`config.mk`:
```
export PLATFORM = sky130hd
export DESIGN_NAME = gpit_timer
export DESIGN_NICKNAME = d
export VERILOG_FILES = /design/src/design/gpit_pkg.sv /design/src/design/gpit_prescaler.sv /design/src/design/gpit_timer.sv
export VERILOG_INCLUDE_DIRS = /design/src /design/src/design
export SDC_FILE = /design/constraint.sdc
export NUM_CORES = 1
export LEC_CHECK = 0
export BUFFER_PORTS_ARGS = -buffer_cell sky130_fd_sc_hd__buf_2
export CAP_MARGIN = 10
export CORE_MARGIN = 1
export CORE_UTILIZATION = 28
export DETAILED_ROUTE_END_ITERATION = 16
export SYNTH_ARGS = -nofsm -noshare
export SYNTH_HDL_FRONTEND = slang
export SYNTH_SLANG_ARGS = --single-unit
```
`constraint.sdc`:
```
create_clock -name clk -period 2.4 [get_ports clk]
set_input_delay 0.12 -clock clk [delete_from_list [all_inputs] [get_ports clk]]
set_output_delay 0.12 -clock clk [all_outputs]
set_load 0.01 [all_outputs]
```
`src/design/gpit_defines.svh`:
```
// Register offsets, control bit positions, reset values and timing constants
`ifndef GPIT_DEFINES_SVH
`define GPIT_DEFINES_SVH

`define GPIT_COUNT_OFFSET     8'h00
`define GPIT_PERIOD_OFFSET    8'h02
`define GPIT_CONTROL_OFFSET   8'h04
`define GPIT_STATUS_OFFSET    8'h06

`define GPIT_CTL_TIMER_ON     15
`define GPIT_CTL_STOP_IDLE    13
`define GPIT_CTL_GATE_EN      6
`define GPIT_CTL_PRESC_HI     5
`define GPIT_CTL_PRESC_LO     4
`define GPIT_CTL_EXT_SYNC     2
`define GPIT_CTL_CLK_SRC      1
`define GPIT_CTL_MASK         16'ha076

`define GPIT_STAT_MATCH       0
`define GPIT_STAT_GATE_FALL   1

`define GPIT_COUNT_RESET      16'h0000
`define GPIT_PERIOD_RESET     16'hffff
`define GPIT_CONTROL_RESET    16'h0000

`define GPIT_CLK_MHZ          100
`define GPIT_TCY_NS           40
`define GPIT_TCY_CYCLES       ((`GPIT_TCY_NS * `GPIT_CLK_MHZ) / 1000)

`endif

```
`src/design/gpit_pkg.sv`:
```
// Types shared by the interval timer
package gpit_pkg;
	typedef enum logic [1:0] {
		GPIT_DIV_1   = 2'b00,
		GPIT_DIV_8   = 2'b01,
		GPIT_DIV_64  = 2'b10,
		GPIT_DIV_256 = 2'b11
	} gpit_presc_t;

	typedef enum logic [1:0] {
		GPIT_SRC_IDLE  = 2'b00,
		GPIT_SRC_TCY   = 2'b01,
		GPIT_SRC_SYNC  = 2'b10,
		GPIT_SRC_ASYNC = 2'b11
	} gpit_src_t;
endpackage

```
`src/design/gpit_prescaler.sv`:
```
// Counting-clock prescaler with selectable divide ratio
`timescale 1ns/1ps
`default_nettype none
module gpit_prescaler
	import gpit_pkg::*;
#(
	parameter int WIDTH = 8
) (
	// Clock and reset
	input  wire logic             clk,
	input  wire logic             reset,
	// Control
	input  wire logic             run,
	input  wire logic             clear,
	input  wire gpit_presc_t      ratio,
	input  wire logic             tick_in,
	// Result
	output logic                  tick_out
);
	logic [WIDTH-1:0] div_reg;
	logic [WIDTH-1:0] div_next;

	function automatic logic [WIDTH-1:0] terminal(input gpit_presc_t r);
		case (r)
			GPIT_DIV_8:   terminal = WIDTH'(7);
			GPIT_DIV_64:  terminal = WIDTH'(63);
			GPIT_DIV_256: terminal = WIDTH'(255);
			default:      terminal = WIDTH'(0);
		endcase
	endfunction

	always_comb begin
		div_next = div_reg;
		tick_out = 1'b0;
		if (run) begin
			if (clear) begin
				div_next = '0;
			end else if (tick_in) begin
				if (div_reg >= terminal(ratio)) begin
					div_next = '0;
					tick_out = 1'b1;
				end else begin
					div_next = div_reg + WIDTH'(1);
				end
			end
		end
	end

	// Counter holds while stopped, even across clearing events
	always_ff @(posedge clk) begin
		if (reset) begin
			div_reg <= '0;
		end else begin
			div_reg <= div_next;
		end
	end
endmodule
`default_nettype wire

```
`src/design/gpit_timer.sv`:
```
// 16-bit gated, prescaled interval timer with period compare
`timescale 1ns/1ps
`default_nettype none
`include "gpit_defines.svh"

// Summary of operation
// - Timer mode counts Tcy, wraps on period match
// - Timer mode halts in idle if stop_in_idle
// - Sync counter counts resynchronised external rising edges
// - Sync counter halts in idle if stop_in_idle
// - Async counter counts the same resynchronised external rising edges, and keeps counting in sleep
// - Async counter stops in idle if stop_in_idle
// - Gated mode counts Tcy while gate high
// - Gated mode halts in idle if stop_in_idle
// - Prescaler input is Tcy or external clock
// - Divide by 1, 8, 64 or 256
// - Count/control write or reset clears prescaler
// - Stopped timer does not clear prescaler
// - Control write keeps count; count write replaces
// - Interrupt on period match and gate fall
// - external_sync_select picks async or synchronised counting
// - Match flag sticky until software clears it
// - Gate falling edge sets flag in gated mode
module gpit_timer
	import gpit_pkg::*;
(
	// Clock and reset
	input  wire logic        clk,
	input  wire logic        reset,
	// Register port
	input  wire logic [7:0]  addr,
	input  wire logic [15:0] wdata,
	input  wire logic        wr_en,
	input  wire logic        rd_en,
	output logic      [15:0] rdata,
	// Processor state
	input  wire logic        cpu_idle,
	input  wire logic        cpu_sleep,
	// External clock or gate pin
	input  wire logic        gate_clock_input_pin,
	// Events
	output logic             timer_irq,
	output logic             period_match_flag
);
	// Synchroniser and edge history for the external pin
	logic        pin_s1_reg;
	logic        pin_s2_reg;
	logic        pin_prev_reg;
	logic        pin_s1_next;
	logic        pin_s2_next;
	logic        pin_prev_next;

	// Instruction-cycle divider
	logic [7:0]  tcy_cnt_reg;
	logic [7:0]  tcy_cnt_next;
	logic        tcy_tick;

	// Register file and counter
	logic [15:0] count_register;
	logic [15:0] count_next;
	logic [15:0] period_register;
	logic [15:0] period_next;
	logic [15:0] timer_control_register;
	logic [15:0] control_next;
	logic        match_flag_reg;
	logic        match_flag_next;
	logic        gate_flag_reg;
	logic        gate_flag_next;
	logic        irq_reg;
	logic        irq_next;
	logic [15:0] rdata_reg;
	logic [15:0] rdata_next;

	// Decoded controls
	logic        timer_on;
	logic        stop_in_idle;
	logic        gate_accumulate_enable;
	logic        external_sync_select;
	logic        clock_source_select;
	gpit_presc_t prescale_select;
	gpit_src_t   source;

	// Datapath strobes
	logic        wr_count;
	logic        wr_period;
	logic        wr_control;
	logic        wr_status;
	logic        rise_edge;
	logic        fall_edge;
	logic        raw_tick;
	logic        presc_tick;
	logic        halted;
	logic        match_now;
	logic        gate_fall_evt;

	localparam logic [7:0] TCY_LAST = 8'(`GPIT_TCY_CYCLES - 1);

	function automatic logic hit(input logic [7:0] a, input logic [7:0] off);
		hit = (a == off);
	endfunction

	assign timer_on               = timer_control_register[`GPIT_CTL_TIMER_ON];
	assign stop_in_idle           = timer_control_register[`GPIT_CTL_STOP_IDLE];
	assign gate_accumulate_enable = timer_control_register[`GPIT_CTL_GATE_EN];
	assign external_sync_select   = timer_control_register[`GPIT_CTL_EXT_SYNC];
	assign clock_source_select    = timer_control_register[`GPIT_CTL_CLK_SRC];
	assign prescale_select        = gpit_presc_t'(timer_control_register[`GPIT_CTL_PRESC_HI:`GPIT_CTL_PRESC_LO]);

	// Address decode
	always_comb begin
		wr_count   = 1'b0;
		wr_period  = 1'b0;
		wr_control = 1'b0;
		wr_status  = 1'b0;
		if (wr_en && hit(addr, `GPIT_COUNT_OFFSET)) begin
			wr_count = 1'b1;
		end else if (wr_en && hit(addr, `GPIT_PERIOD_OFFSET)) begin
			wr_period = 1'b1;
		end else if (wr_en && hit(addr, `GPIT_CONTROL_OFFSET)) begin
			wr_control = 1'b1;
		end else if (wr_en && hit(addr, `GPIT_STATUS_OFFSET)) begin
			wr_status = 1'b1;
		end
	end

	// Pin synchroniser; edges seen only after the second stage
	always_comb begin
		pin_s1_next   = gate_clock_input_pin;
		pin_s2_next   = pin_s1_reg;
		pin_prev_next = pin_s2_reg;
	end

	assign rise_edge = pin_s2_reg & ~pin_prev_reg;
	assign fall_edge = ~pin_s2_reg & pin_prev_reg;

	// Instruction cycle is Fosc/4
	always_comb begin
		tcy_tick     = (tcy_cnt_reg == TCY_LAST);
		tcy_cnt_next = tcy_tick ? 8'h00 : tcy_cnt_reg + 8'h01;
	end

	// Counting source selection
	always_comb begin
		if (!timer_on) begin
			source = GPIT_SRC_IDLE;
		end else if (!clock_source_select) begin
			source = GPIT_SRC_TCY;
		end else if (external_sync_select) begin
			source = GPIT_SRC_SYNC;
		end else begin
			source = GPIT_SRC_ASYNC;
		end
	end

	// Async mode keeps running in sleep; all modes obey idle stop
	always_comb begin
		halted = 1'b0;
		if (cpu_idle && stop_in_idle) begin
			halted = 1'b1;
		end else if (cpu_sleep && source != GPIT_SRC_ASYNC) begin
			halted = 1'b1;
		end
	end

	always_comb begin
		raw_tick = 1'b0;
		case (source)
			GPIT_SRC_TCY: begin
				if (gate_accumulate_enable) begin
					raw_tick = tcy_tick & pin_s2_reg;
				end else begin
					raw_tick = tcy_tick;
				end
			end
			GPIT_SRC_SYNC: begin
				raw_tick = rise_edge;
			end
			GPIT_SRC_ASYNC: begin
				raw_tick = rise_edge;
			end
			default: begin
				raw_tick = 1'b0;
			end
		endcase
		if (halted) begin
			raw_tick = 1'b0;
		end
	end

	gpit_prescaler #(
		.WIDTH (8)
	) u_prescaler (
		.clk      (clk),
		.reset    (reset),
		.run      (timer_on),
		.clear    (wr_count | wr_control),
		.ratio    (prescale_select),
		.tick_in  (raw_tick),
		.tick_out (presc_tick)
	);

	assign match_now     = presc_tick && (count_register == period_register);
	assign gate_fall_evt = timer_on && gate_accumulate_enable && !clock_source_select && fall_edge && !halted;

	// Registers, counter and flags
	always_comb begin
		count_next      = count_register;
		period_next     = period_register;
		control_next    = timer_control_register;
		match_flag_next = match_flag_reg;
		gate_flag_next  = gate_flag_reg;
		rdata_next      = 16'h0000;
		if (wr_count) begin
			count_next = wdata;
		end else if (match_now) begin
			count_next = 16'h0000;
		end else if (presc_tick) begin
			count_next = count_register + 16'h0001;
		end
		if (wr_period) begin
			period_next = wdata;
		end
		if (wr_control) begin
			control_next = wdata & `GPIT_CTL_MASK;
		end
		// Write one to clear; a same-cycle event wins
		if (wr_status && wdata[`GPIT_STAT_MATCH]) begin
			match_flag_next = 1'b0;
		end
		if (wr_status && wdata[`GPIT_STAT_GATE_FALL]) begin
			gate_flag_next = 1'b0;
		end
		if (match_now) begin
			match_flag_next = 1'b1;
		end
		if (gate_fall_evt) begin
			gate_flag_next = 1'b1;
		end
		if (rd_en) begin
			if (hit(addr, `GPIT_COUNT_OFFSET)) begin
				rdata_next = count_register;
			end else if (hit(addr, `GPIT_PERIOD_OFFSET)) begin
				rdata_next = period_register;
			end else if (hit(addr, `GPIT_CONTROL_OFFSET)) begin
				rdata_next = timer_control_register;
			end else if (hit(addr, `GPIT_STATUS_OFFSET)) begin
				rdata_next = {14'h0000, gate_flag_reg, match_flag_reg};
			end
		end
		irq_next = match_flag_next | gate_flag_next;
	end

	// Pin synchroniser and edge history; idles low so reset makes no false edge
	always_ff @(posedge clk) begin
		if (reset) begin
			pin_s1_reg   <= 1'b0;
			pin_s2_reg   <= 1'b0;
			pin_prev_reg <= 1'b0;
		end else begin
			pin_s1_reg   <= pin_s1_next;
			pin_s2_reg   <= pin_s2_next;
			pin_prev_reg <= pin_prev_next;
		end
	end

	// Instruction-cycle divider runs freely from reset
	always_ff @(posedge clk) begin
		if (reset) begin
			tcy_cnt_reg <= 8'h00;
		end else begin
			tcy_cnt_reg <= tcy_cnt_next;
		end
	end

	// Registers, counter, flags and read data
	always_ff @(posedge clk) begin
		if (reset) begin
			count_register         <= `GPIT_COUNT_RESET;
			period_register        <= `GPIT_PERIOD_RESET;
			timer_control_register <= `GPIT_CONTROL_RESET;
			match_flag_reg         <= 1'b0;
			gate_flag_reg          <= 1'b0;
			irq_reg                <= 1'b0;
			rdata_reg              <= 16'h0000;
		end else begin
			count_register         <= count_next;
			period_register        <= period_next;
			timer_control_register <= control_next;
			match_flag_reg         <= match_flag_next;
			gate_flag_reg          <= gate_flag_next;
			irq_reg                <= irq_next;
			rdata_reg              <= rdata_next;
		end
	end

	assign rdata             = rdata_reg;
	assign timer_irq         = irq_reg;
	assign period_match_flag = match_flag_reg;
endmodule
`default_nettype wire

```
# After elaboration in Yosys (flattened, before gate mapping)
# Cells that the tools add are included.
# Widths: inputs -> output; s select.
word_totals:
  ff_bits: 77
  output_inout_bits: 18
classes:
  muxes: 40
  magnitude_cmp: 1
  bitwise: 8
  add_sub_neg: 3
  reduce_logical: 22
  eq_ne: 12
op_table:
  columns: ["cell", "count"]
  rows:
  - ["$mux 16", 6]
  - ["$mux 8", 6]
  - ["$pmux 8 s3", 1]
  - ["$mux 1", 23]
  - ["$add 16x1->16 const B", 1]
  - ["$add 8x1->8 const B", 2]
  - ["$eq 16x16->1", 1]
  - ["$eq 8x2->1 const B", 2]
  - ["$eq 8x3->1 const B", 2]
  - ["$logic_and 1x1->1", 13]
  - ["$eq 2x2->1 const B", 4]
  - ["$ge 8x8->1", 1]
  - ["$logic_not 8->1", 1]
  - ["$mux 2", 3]
  - ["$reduce_or 2->1", 3]
  - ["$eq 2x1->1 const B", 2]
  - ["$and 1x1->1", 3]
  - ["$not 1->1", 3]
  - ["$reduce_bool 3->1", 1]
  - ["$logic_not 1->1", 2]
  - ["$ne 2x2->1 const B", 1]
  - ["$or 1x1->1", 2]
  - ["$pmux 1 s2", 1]
  - ["$reduce_and 2->1", 1]
  - ["$reduce_bool 2->1", 1]

# Depth between registers and ports, before layout
# Gate-level depths: netlist of run 1.
logic_depth:
  ltp_word: 19
  ltp_mapped: 9
  mapped_depth_nobuf: 8

# Cells and area by module
# Synthesis of run 1 repeated with hierarchy kept, for this count alone.
hier_totals:
  cells_unflattened: 432
  area_unflattened_um2: 3707.3
by_module_without_submodules:
  columns: ["mod", "n_inst", "seq_area_each_um2", "cells_each", "area_each_um2"]
  rows:
  - ["gpit_timer", 1, 1381.3, 372, 3175.5]
  - ["gpit_prescaler", 1, 160.2, 60, 531.8]

# Worst setup path before layout of run 1
# Ideal clock, no wire load.
synth_timing:
  kind: "reg2reg"
  startpoint: "reg timer_control_register[5]"
  endpoint: "reg count_register[1]"
  setup_slack_ps: 155
  stages_incl_launch_ff: 8
  arrival_time_ps: 2185
  t_required_ps: 2340
  path_cell_list: "dfxtp_1 nand2_1 ha_1 and4_1 a221oi_1 o211ai_2 a311oi_2 a221o_1"
synth_via:
  elab_chain_cells: 13
  elab_cells_between_ends: 16
  classes_between: "order compare: 1; eq/ne: 3; mux: 10; reduce/logical: 2"
synth_rtl:
  columns: ["element", "line_no", "text"]
  rows:
  - ["from (decl)", "gpit_timer.sv:63", "logic [15:0] timer_control_register;"]
  - ["from (signal assigned)", "gpit_timer.sv:280", "timer_control_register <= `GPIT_CONTROL_RESET;"]
  - ["from (signal assigned)", "gpit_timer.sv:288", "timer_control_register <= control_next;"]
  - ["$eq 2x2->1 / $eq 2x1->1 (equally long branches)", "gpit_prescaler.sv:24", "case (r)"]
  - ["$pmux 8 s3 (*)", "gpit_prescaler.sv:24", null]
  - ["$mux 8 (*)", "gpit_prescaler.sv:38", "end else if (tick_in) begin"]
  - ["$mux 8 (*)", "gpit_prescaler.sv:36", "if (clear) begin"]
  - ["$mux 8 (*)", "gpit_prescaler.sv:35", "if (run) begin"]
  - ["$ge 8x8->1 (*)", "gpit_prescaler.sv:39", "if (div_reg >= terminal(ratio)) begin"]
  - ["$mux 1 (*)", "gpit_prescaler.sv:39", null]
  - ["$mux 1 (*)", "gpit_prescaler.sv:38", null]
  - ["$mux 1 (*)", "gpit_prescaler.sv:36", null]
  - ["$mux 1 (*)", "gpit_prescaler.sv:35", null]
  - ["$logic_and 1x1->1", "gpit_timer.sv:202", "assign match_now = presc_tick && (count_register == period_register);"]
  - ["$mux 16", "gpit_timer.sv:215", "end else if (match_now) begin"]
  - ["$mux 16", "gpit_timer.sv:213", "if (wr_count) begin"]
  - ["to (signal assigned)", "gpit_timer.sv:278", "count_register <= `GPIT_COUNT_RESET;"]
  - ["to (signal assigned)", "gpit_timer.sv:286", "count_register <= count_next;"]
  - ["to (decl)", "gpit_timer.sv:59", "logic [15:0] count_register;"]
# Mark *: on every way between the ends. The rest lies on a longest branch, timed or not. The select of a mux whose other input is x is not followed.
# A chain may end at the register's enable or synchronous reset.

# Final worst setup path of run 1
layout_timing:
  startpoint: "reg timer_control_register[5]"
  endpoint: "reg count_register[13]"
# The elaborated chain is that of the path after synthesis.

==> flow_summary.ini, run 1 <==
[clocking]
numCtsBuffers = 9
clkSinkCount = 77
clk_latency_ps = 340
clk_pin_slew_ps = 60
clock-root-buffer = clkbuf_16
htreeDepth = 3
ctsLongestPathBuffers = 2
cts_tree = built

[timing]
rsz0062_at_grt = yes
finalCriticalPeriod_ps = 2340
fmax_mhz = 428
slew_headroom_pct = 70.6
finalClockSkew_ps = 7.22
finalHoldViolCount = 0
fin_tns_setup_ps = 0
worstMarginPinSlew_ps = 429
timing.final.crit_share_pct = 97.4
setup_viol_count_final = 0
slew_viol_final = 0
whs_ps = 15.0

[global_route]
grt_max_degree = 21
grtUsageTotal_pct = 15.1
grt_pass1_vias = 3348
antenna_found_initial = 0
grt_pass1_wl_mm = 17.1
overflow = 0

[finish]
fin_nets = 562
fillers = 1395
drive_gt1_share_pct = 26.2
diodes = 0
area_growth_pct = 24.6

[synthesis]
syn_avg_cell_area_sq_um = 8.84
ys_seq_elements = 77
synth_cell_types = 62
netlist.area_leader.share_pct = 38.4
synth_top_area_cell = dfxtp_1
synth_fp_nets = 494
synth_cells = 454
synth_area_sq_um = 4010
synthTopCellsByCount = dfxtp_1, nand2_1, nor2_1
yosysWarningCount = 0
ys_seq_area_share_pct = 38.4
synth.area.top_cells = dfxtp_1, mux2i_1, xnor2_1
synthFlopType = dfxtp_1
synth_most_common_cell = dfxtp_1
synth_edf_count = 0
ys_async_sr_fraction_pct = 0

[critical_path]
endpoint_kind = flop
crit_path_max_incr_delay_ps = 500
worstSetupPathType = flop to flop
start_kind = flop
critPathTopFamily = simple AND/OR/NAND/NOR gates
cp_max_fo = 6
crit_start = timer_control_register[5]
rr_startpoint = timer_control_register[5]
path_cells = nand2_4, ha_4, and4_4, o211ai_1, o211ai_2, nand2_2, or4_1, a31oi_1
slowest_stage = or4_1
worst-path-stages = 8
endpoint = count_register[13]
timing.reg2reg.setup_slack_ps = 60
rr_endpoint = count_register[13]
rr_worst_depth = 8
required_ps = 2670
crit_buf_inv = 0
cp.arrival_ps = 2610

[power]
p_per_area_nw_per_um2 = 581
p_leak_nw = 1.89
ir_drop_uv = 343

[floorplanning]
fp.dieArea_sq_um = 14800
core.rowCount = 43
ios = 49
start_util_pct = 28.8
die_h_um = 122
die_x_um = 122
core-area_sq_um = 13900

[detailed_routing]
drtAntennaViolNets = 0
drc = 0
firstDrtPassIters = 5
num_vias = 3511
drt_iter0_markers = 333
wirelength_mm = 10.8
wl_per_cell_um = 15.3
viasPerCell = 4.97

[place]
dpl.hpwl_mm = 8.12
place_congestion = 0.816
portBuffers = 48

[flow_run]
drv_cap = 0

[hold_path]
hold_path_class = primary input to flop

[outcome]
status = complete, no violations
==> tightest hold or removal path, stage by stage <==
cell     delay [ps]
buf_2            90
mux2i_1          60
nand2_1          50
==> worst min-delay path by stage <==
stage	startpoint	endpoint	slack (ps)	cells past startpoint
6_report	wdata[11]	period_register[11]	10	3
5_1_grt	wdata[7]	period_register[7]	20	3
4_1_cts	wdata[9]	period_register[9]	7	3
3_5_place_dp	gate_clock_input_pin	pin_s1_reg	350	2
3_3_place_gp	gate_clock_input_pin	pin_s1_reg	350	2
2_1_floorplan	reset	gate_flag_reg	200	1
==> stage by stage <==
step	power (W)	util, %	std cells	area (sq um)	worst slack, ps
2_1_floorplan	0.00145	-	454	4010	155
3_3_place_gp	0.00152	33.0	686	4590	75.8
3_5_place_dp	0.00153	33.0	686	4590	-36.1
5_1_grt	0.00301	35.9	707	5000	-54.3
4_1_cts	0.00292	35.4	705	4930	19.8
6_report	0.00291	35.9	707	5000	61.8
==> power by group <==
| part | internal (W) | switching [W] |
|---|---|---|
| combinational | 0.0000838 | 0.000101 |
| sequential | 0.00129 | 0.0000203 |
| clock | 0.000863 | 0.000543 |
==> kinds of logic (layout without fill, tap and decap cells) <==
family                     Yosys count  count (layout)  share of synthesized area (%)
buffers and inverters               37             110                           4.62
adders and majority gates            9               9                           2.81
DFF                                 77              77                           38.4
muxes                               32              32                           8.33
AOI/OAI and AO/OA                   76              76                           13.0
and+or+nand+nor                    191             191                           25.8
xor gates and xnor gates            32              32                           6.99
==> per-layer routing <==
| metal | part of all wire (%) | GRT usage (%) |
|---|---|---|
| met1 | 46 | 19.3 |
| met2 | 46 | 24.0 |
| met3 | 5.6 | 3.60 |
| met4 | 2.3 | 6.87 |
| met5 | 0 | 0 |
==> cells in the final DEF, fill, tap and decap left out, types with 4 or more instances in the layout <==
cell type	netlist	final
a21oi_1	26	26
nand2_1	59	58
or4_1	5	5
xor2_1	5	5
nand4_1	12	12
inv_1	8	7
a221o_1	4	4
mux2i_1	30	30
ha_1	9	6
xnor2_1	27	27
buf_4	5	36
buf_2	10	48
o21ai_0	12	12
o211ai_1	4	4
a211oi_2	4	4
dfxtp_1	77	75
and3_1	5	5
nand3_1	12	12
or2_2	6	6
a31oi_1	8	8
nor2_1	48	48
nor2b_1	10	10
clkbuf_16	0	9
==> layout make-up <==
type,count,area [sq um],area share (%)
sequential,77,1550,31.0
timing repair buffer,86,541,10.8
clock inverter,3,43.8,0.876
tap,180,225,4.51
multi-input combinational,340,2350,47.0
clock buffer,13,260,5.21
inverter,8,30.0,0.601
==> repair_timing <==
action                                  CTS  global route
hold endpoints to repair                  1             0
gates cloned                              0             0
hold buffers                              1             0
resized for setup                         2            10
endpoints found under the setup margin    8            23
pin swaps                                 2             9
buffers inserted                          2             2
No activity file was read; power rests on OpenSTA's default activity.
==> inputs of run 2 (changes only) <==
--- a/config.mk
+++ b/config.mk
@@ -8,7 +8,7 @@
 export LEC_CHECK = 0
 export BUFFER_PORTS_ARGS = -buffer_cell sky130_fd_sc_hd__buf_2
 export CAP_MARGIN = 10
-export CORE_MARGIN = 1
+export CORE_MARGIN = 4
 export CORE_UTILIZATION = 28
 export DETAILED_ROUTE_END_ITERATION = 16
 export SYNTH_ARGS = -nofsm -noshare
==> flow_summary.ini, run 2 (synthesis results as in run 1) <==
[place]
portBuffers = 48
dpl.hpwl_mm = 8.33
place_congestion = 0.849
postPlaceCellArea_sq_um = 4600

[detailed_routing]
wl_per_cell_um = 16.1
wl_met1_mm = 4.91
dr.max_layer_used = met4
drc = 0
route.met3.wl_um = 649
viasPerCell = 5.03
routed-wl-met2_mm = 5.45
drt_iter0_markers = 330
drtAntennaViolNets = 0
firstDrtPassIters = 4
wirelength_mm = 11.4
num_vias = 3543

[global_route]
grtUsageTotal_pct = 14.2
grt_pass1_wl_mm = 18.3
grt_max_degree = 25
grt_pass1_vias = 3507
overflow = 0
antenna_found_initial = 0

[timing]
rsz0062_at_grt = yes
finalCriticalPeriod_ps = 2350
timing.final.crit_share_pct = 98.0
slew_headroom_pct = 69.3
slew_viol_final = 0
finalHoldViolCount = 1
setup_viol_count_final = 0
fmax_mhz = 425
fin_tns_setup_ps = 0
whs_ps = -1.98
finalClockSkew_ps = 5.34
worstMarginPinSlew_ps = 460

[finish]
final_common_cell = dfxtp_1
design_area_sq_um = 5050
drive_gt1_share_pct = 27.9
area_growth_pct = 26.0
fin_util_pct = 36.3
fin_nets = 559
diodes = 0
layout_common_cells = dfxtp_1, nand2_1, buf_2, nor2_1, buf_4

[clocking]
htreeDepth = 3
clk_pin_slew_ps = 60
clk_latency_ps = 340
numCtsBuffers = 9
ctsLongestPathBuffers = 2
cts_tree = built
clkSinkCount = 77
clock-root-buffer = clkbuf_16

[critical_path]
worstSetupPathType = flop to flop
crit_path_max_incr_delay_ps = 480
slowest_stage = or4b_1
endpoint_kind = flop
rr_startpoint = timer_control_register[5]
required_ps = 2660
critPathTopFamily = simple AND/OR/NAND/NOR gates
cp.arrival_ps = 2610
cp_max_fo = 6
path_cells = nand2_4, ha_4, and4_4, o211ai_1, o211ai_4, nand3_4, or4b_1, a31oi_1
crit_start = timer_control_register[5]
start_kind = flop
crit_buf_inv = 0

[floorplanning]
core.rowCount = 43
fp.dieArea_sq_um = 16300
start_util_pct = 28.8
die_h_um = 128
ios = 49
core-area_sq_um = 13900
die_x_um = 128

[flow_run]
drv_cap = 0

[hold_path]
hp-start = gate_clock_input_pin
hold_path_class = primary input to flop

[outcome]
violations = hold timing
status = finished, violations left

[power]
p_per_area_nw_per_um2 = 585
fin_total_pwr_w = 0.00296
ir_drop_uv = 308
p_leak_nw = 1.90
[run 2: final cells by class]
class	instances	area (sq um)
Fill cell	1356	8880
Multi-Input combinational cell	340	2410
Sequential cell	77	1550
Timing Repair Buffer	83	529
Clock buffer	9	225
Tap cell	180	225
Clock inverter	7	90.1
Inverter	8	30.0
[run 2: power breakdown]
group	total (W)	switching, W	internal, W
Clock	0.00146	0.000551	0.000904
Sequential	0.00131	0.0000210	0.00129
Combinational	0.000186	0.000103	0.0000830
[run 2: metal layers]
layer  track usage (%)  up-vias
met3              2.29       29
li1                  -     1740
met2              23.3       96
met5                 0        -
met4              6.49        0
met1              18.3     1678
[run 2: worst paths after layout]
check	slack [ps]	endpoint	cells past startpoint
setup reg to reg	50	count_register[9]	8
hold / removal	-2	pin_s1_reg	2
hold reg to reg	450	pin_prev_next	1
setup / recovery	50	count_register[9]	8
[run 2: stage by stage]
stage	setup WS [ps]	cells
finish	49.1	704
global route	-42.7	704
CTS	16.3	704
detailed placement	-70.8	685
global placement	65.9	685
floorplan	155	454
[run 2: what timing repair did]
item                       CTS  global route
gates resized for setup      5            21
setup endpoints to repair    8            23
setup buffers                3             0
hold buffers                 0             0
pin swaps                    3             8
==> inputs of run 3 (changes only) <==
--- a/config.mk
+++ b/config.mk
@@ -9,8 +9,9 @@
 export BUFFER_PORTS_ARGS = -buffer_cell sky130_fd_sc_hd__buf_2
 export CAP_MARGIN = 10
 export CORE_MARGIN = 4
-export CORE_UTILIZATION = 28
+export CORE_UTILIZATION = 63
 export DETAILED_ROUTE_END_ITERATION = 16
+export PLACE_DENSITY = 0.85
 export SYNTH_ARGS = -nofsm -noshare
 export SYNTH_HDL_FRONTEND = slang
 export SYNTH_SLANG_ARGS = --single-unit
==> constraint.sdc (replaced) <==
create_clock -name clk -period 2.8 [get_ports clk]
set_input_delay 0.14 -clock clk [delete_from_list [all_inputs] [get_ports clk]]
set_output_delay 0.14 -clock clk [all_outputs]
set_load 0.01 [all_outputs]
==> flow_summary.ini, run 3 (synthesis results as in run 1) <==
[outcome]
status = complete, no violations

[hold_path]
hold_depth = 3
hold_end = period_register[3]
hold_path_class = primary input to flop
hp-start = wdata[3]

[timing]
fmax_mhz = 395
finalCriticalPeriod_ps = 2530
rsz0062_at_grt = no
finalClockSkew_ps = 10.5
timing.final.crit_share_pct = 90.4
setup_viol_count_final = 0
finalHoldViolCount = 0
slew_headroom_pct = 65.1
fin_tns_setup_ps = 0
slew_viol_final = 0
worstMarginPinSlew_ps = 521

[detailed_routing]
route.met3.wl_um = 658
drc = 0
viasPerCell = 6.12
dr.max_layer_used = met4
wl_per_cell_um = 16.8
wl_met1_mm = 4.18
wirelength_mm = 9.71
drt_iter0_markers = 209
drtAntennaViolNets = 0
num_vias = 3535
routed-wl-met2_mm = 4.64
firstDrtPassIters = 6

[critical_path]
critPathTopFamily = simple AND/OR/NAND/NOR gates
rr_endpoint = count_register[9]
endpoint_kind = flop
timing.reg2reg.setup_slack_ps = 270
cp_max_fo = 10
cp.arrival_ps = 2820
slowest_stage = or4b_1
required_ps = 3090
worstSetupPathType = flop to flop
crit_path_max_incr_delay_ps = 500
rr_startpoint = timer_control_register[5]
rr_worst_depth = 8
path_cells = nand2_1, ha_1, and4_1, o211ai_1, o211ai_2, nand3_4, or4b_1, a31oi_1
start_kind = flop
crit_buf_inv = 0

[place]
place_congestion = 0.878
dpl.hpwl_mm = 6.97
dpl.cell_count = 557
portBuffers = 48

[clocking]
ctsLongestPathBuffers = 2
numCtsBuffers = 9
htreeDepth = 3
clock-root-buffer = clkbuf_8
cts_tree = built
clk_pin_slew_ps = 80
cts_setup_buffers = 0
cts_hold_buf = 4
cts_resized = 0
clk_latency_ps = 360
clkSinkCount = 77

[global_route]
antenna_found_initial = 0
grt_pass1_vias = 3349
grt_max_degree = 29
grtUsageTotal_pct = 26.6
grt_pass1_wl_mm = 15.9
overflow = 0

[power]
p_leak_nw = 1.68
ir_drop_uv = 456
p_per_area_nw_per_um2 = 456

[finish]
area_growth_pct = 12.3
fin_nets = 538
final-seq-area_sq_um = 1540
drive_gt1_share_pct = 20.5
fillers = 475
final_common_cell = dfxtp_1
fin_util_pct = 74.3
multiInputGateArea_sq_um = 2300
layout.cells.non_filler = 578
diodes = 0
layout_common_cells = dfxtp_1, nand2_1, nor2_1, buf_2, mux2i_1

[floorplanning]
die_x_um = 87.8
die_h_um = 87.8
ios = 49
fp.dieArea_sq_um = 7710
core-area_sq_um = 6060
core.rowCount = 28
start_util_pct = 66.2

[flow_run]
drv_cap = 0
==> run 3: cell types whose count changed in the layout (fill, tap and decap cells not counted), sizes merged <==
cell	change
buf	-26
clkinv	-1
clkbuf	+2
bufinv	-2
dlygate4sd3	+5
inv	+1
==> run 3: worst max path at each step <==
stage | start | to | slack (ps) | cells after the start
4_1_cts | timer_control_register[5] | count_register[9] | 290 | 8
3_5_place_dp | timer_control_register[5] | count_register[9] | 310 | 8
3_3_place_gp | timer_control_register[5] | count_register[9] | 440 | 8
6_report | timer_control_register[5] | count_register[9] | 270 | 8
5_1_grt | timer_control_register[5] | u_prescaler.div_reg[4] | 150 | 8
2_1_floorplan | timer_control_register[5] | count_register[1] | 550 | 7
==> run 3: through the flow <==
step	cell area, sq um	power (W)	hold WS (ps)	setup WS (ps)
CTS	4490	0.00206	0.424	293
detailed placement	4270	0.00129	355	309
global route	4500	0.00214	14.8	147
global placement	4270	0.00129	347	443
floorplan	4010	0.00124	216	555
finish	4500	0.00205	19.0	269
==> run 3: worst reg2reg max path: stages (launching register included) <==
cell      delay [ps]
dfxtp_1          420
nand2_1          110
ha_1             330
and4_1           220
o211ai_1         130
o211ai_2         410
nand3_4          180
or4b_1           500
a31oi_1          160
==> run 3: area by class of cell <==
class                      instances  area share (%)
multi-input combinational        340            51.0
sequential                        77            34.2
timing repair buffer              62            7.94
clock buffer                      11            3.36
tap                               75            2.08
clock inverter                     5           0.750
inverter                           8           0.667
==> run 3: power breakdown <==
group          internal, W  total (W)  switching, W  leakage [nW]
clock network     0.000370   0.000781      0.000412        0.0917
logic            0.0000647   0.000139     0.0000744         0.970
registers          0.00111    0.00113     0.0000244         0.622
==> run 3: layer usage <==
metal / global-route usage (%) / up-vias
met5: 0 / -
met4: 9.90 / 0
met3: 8.56 / 25
met2: 43.4 / 141
met1: 32.8 / 1668
li1: - / 1701
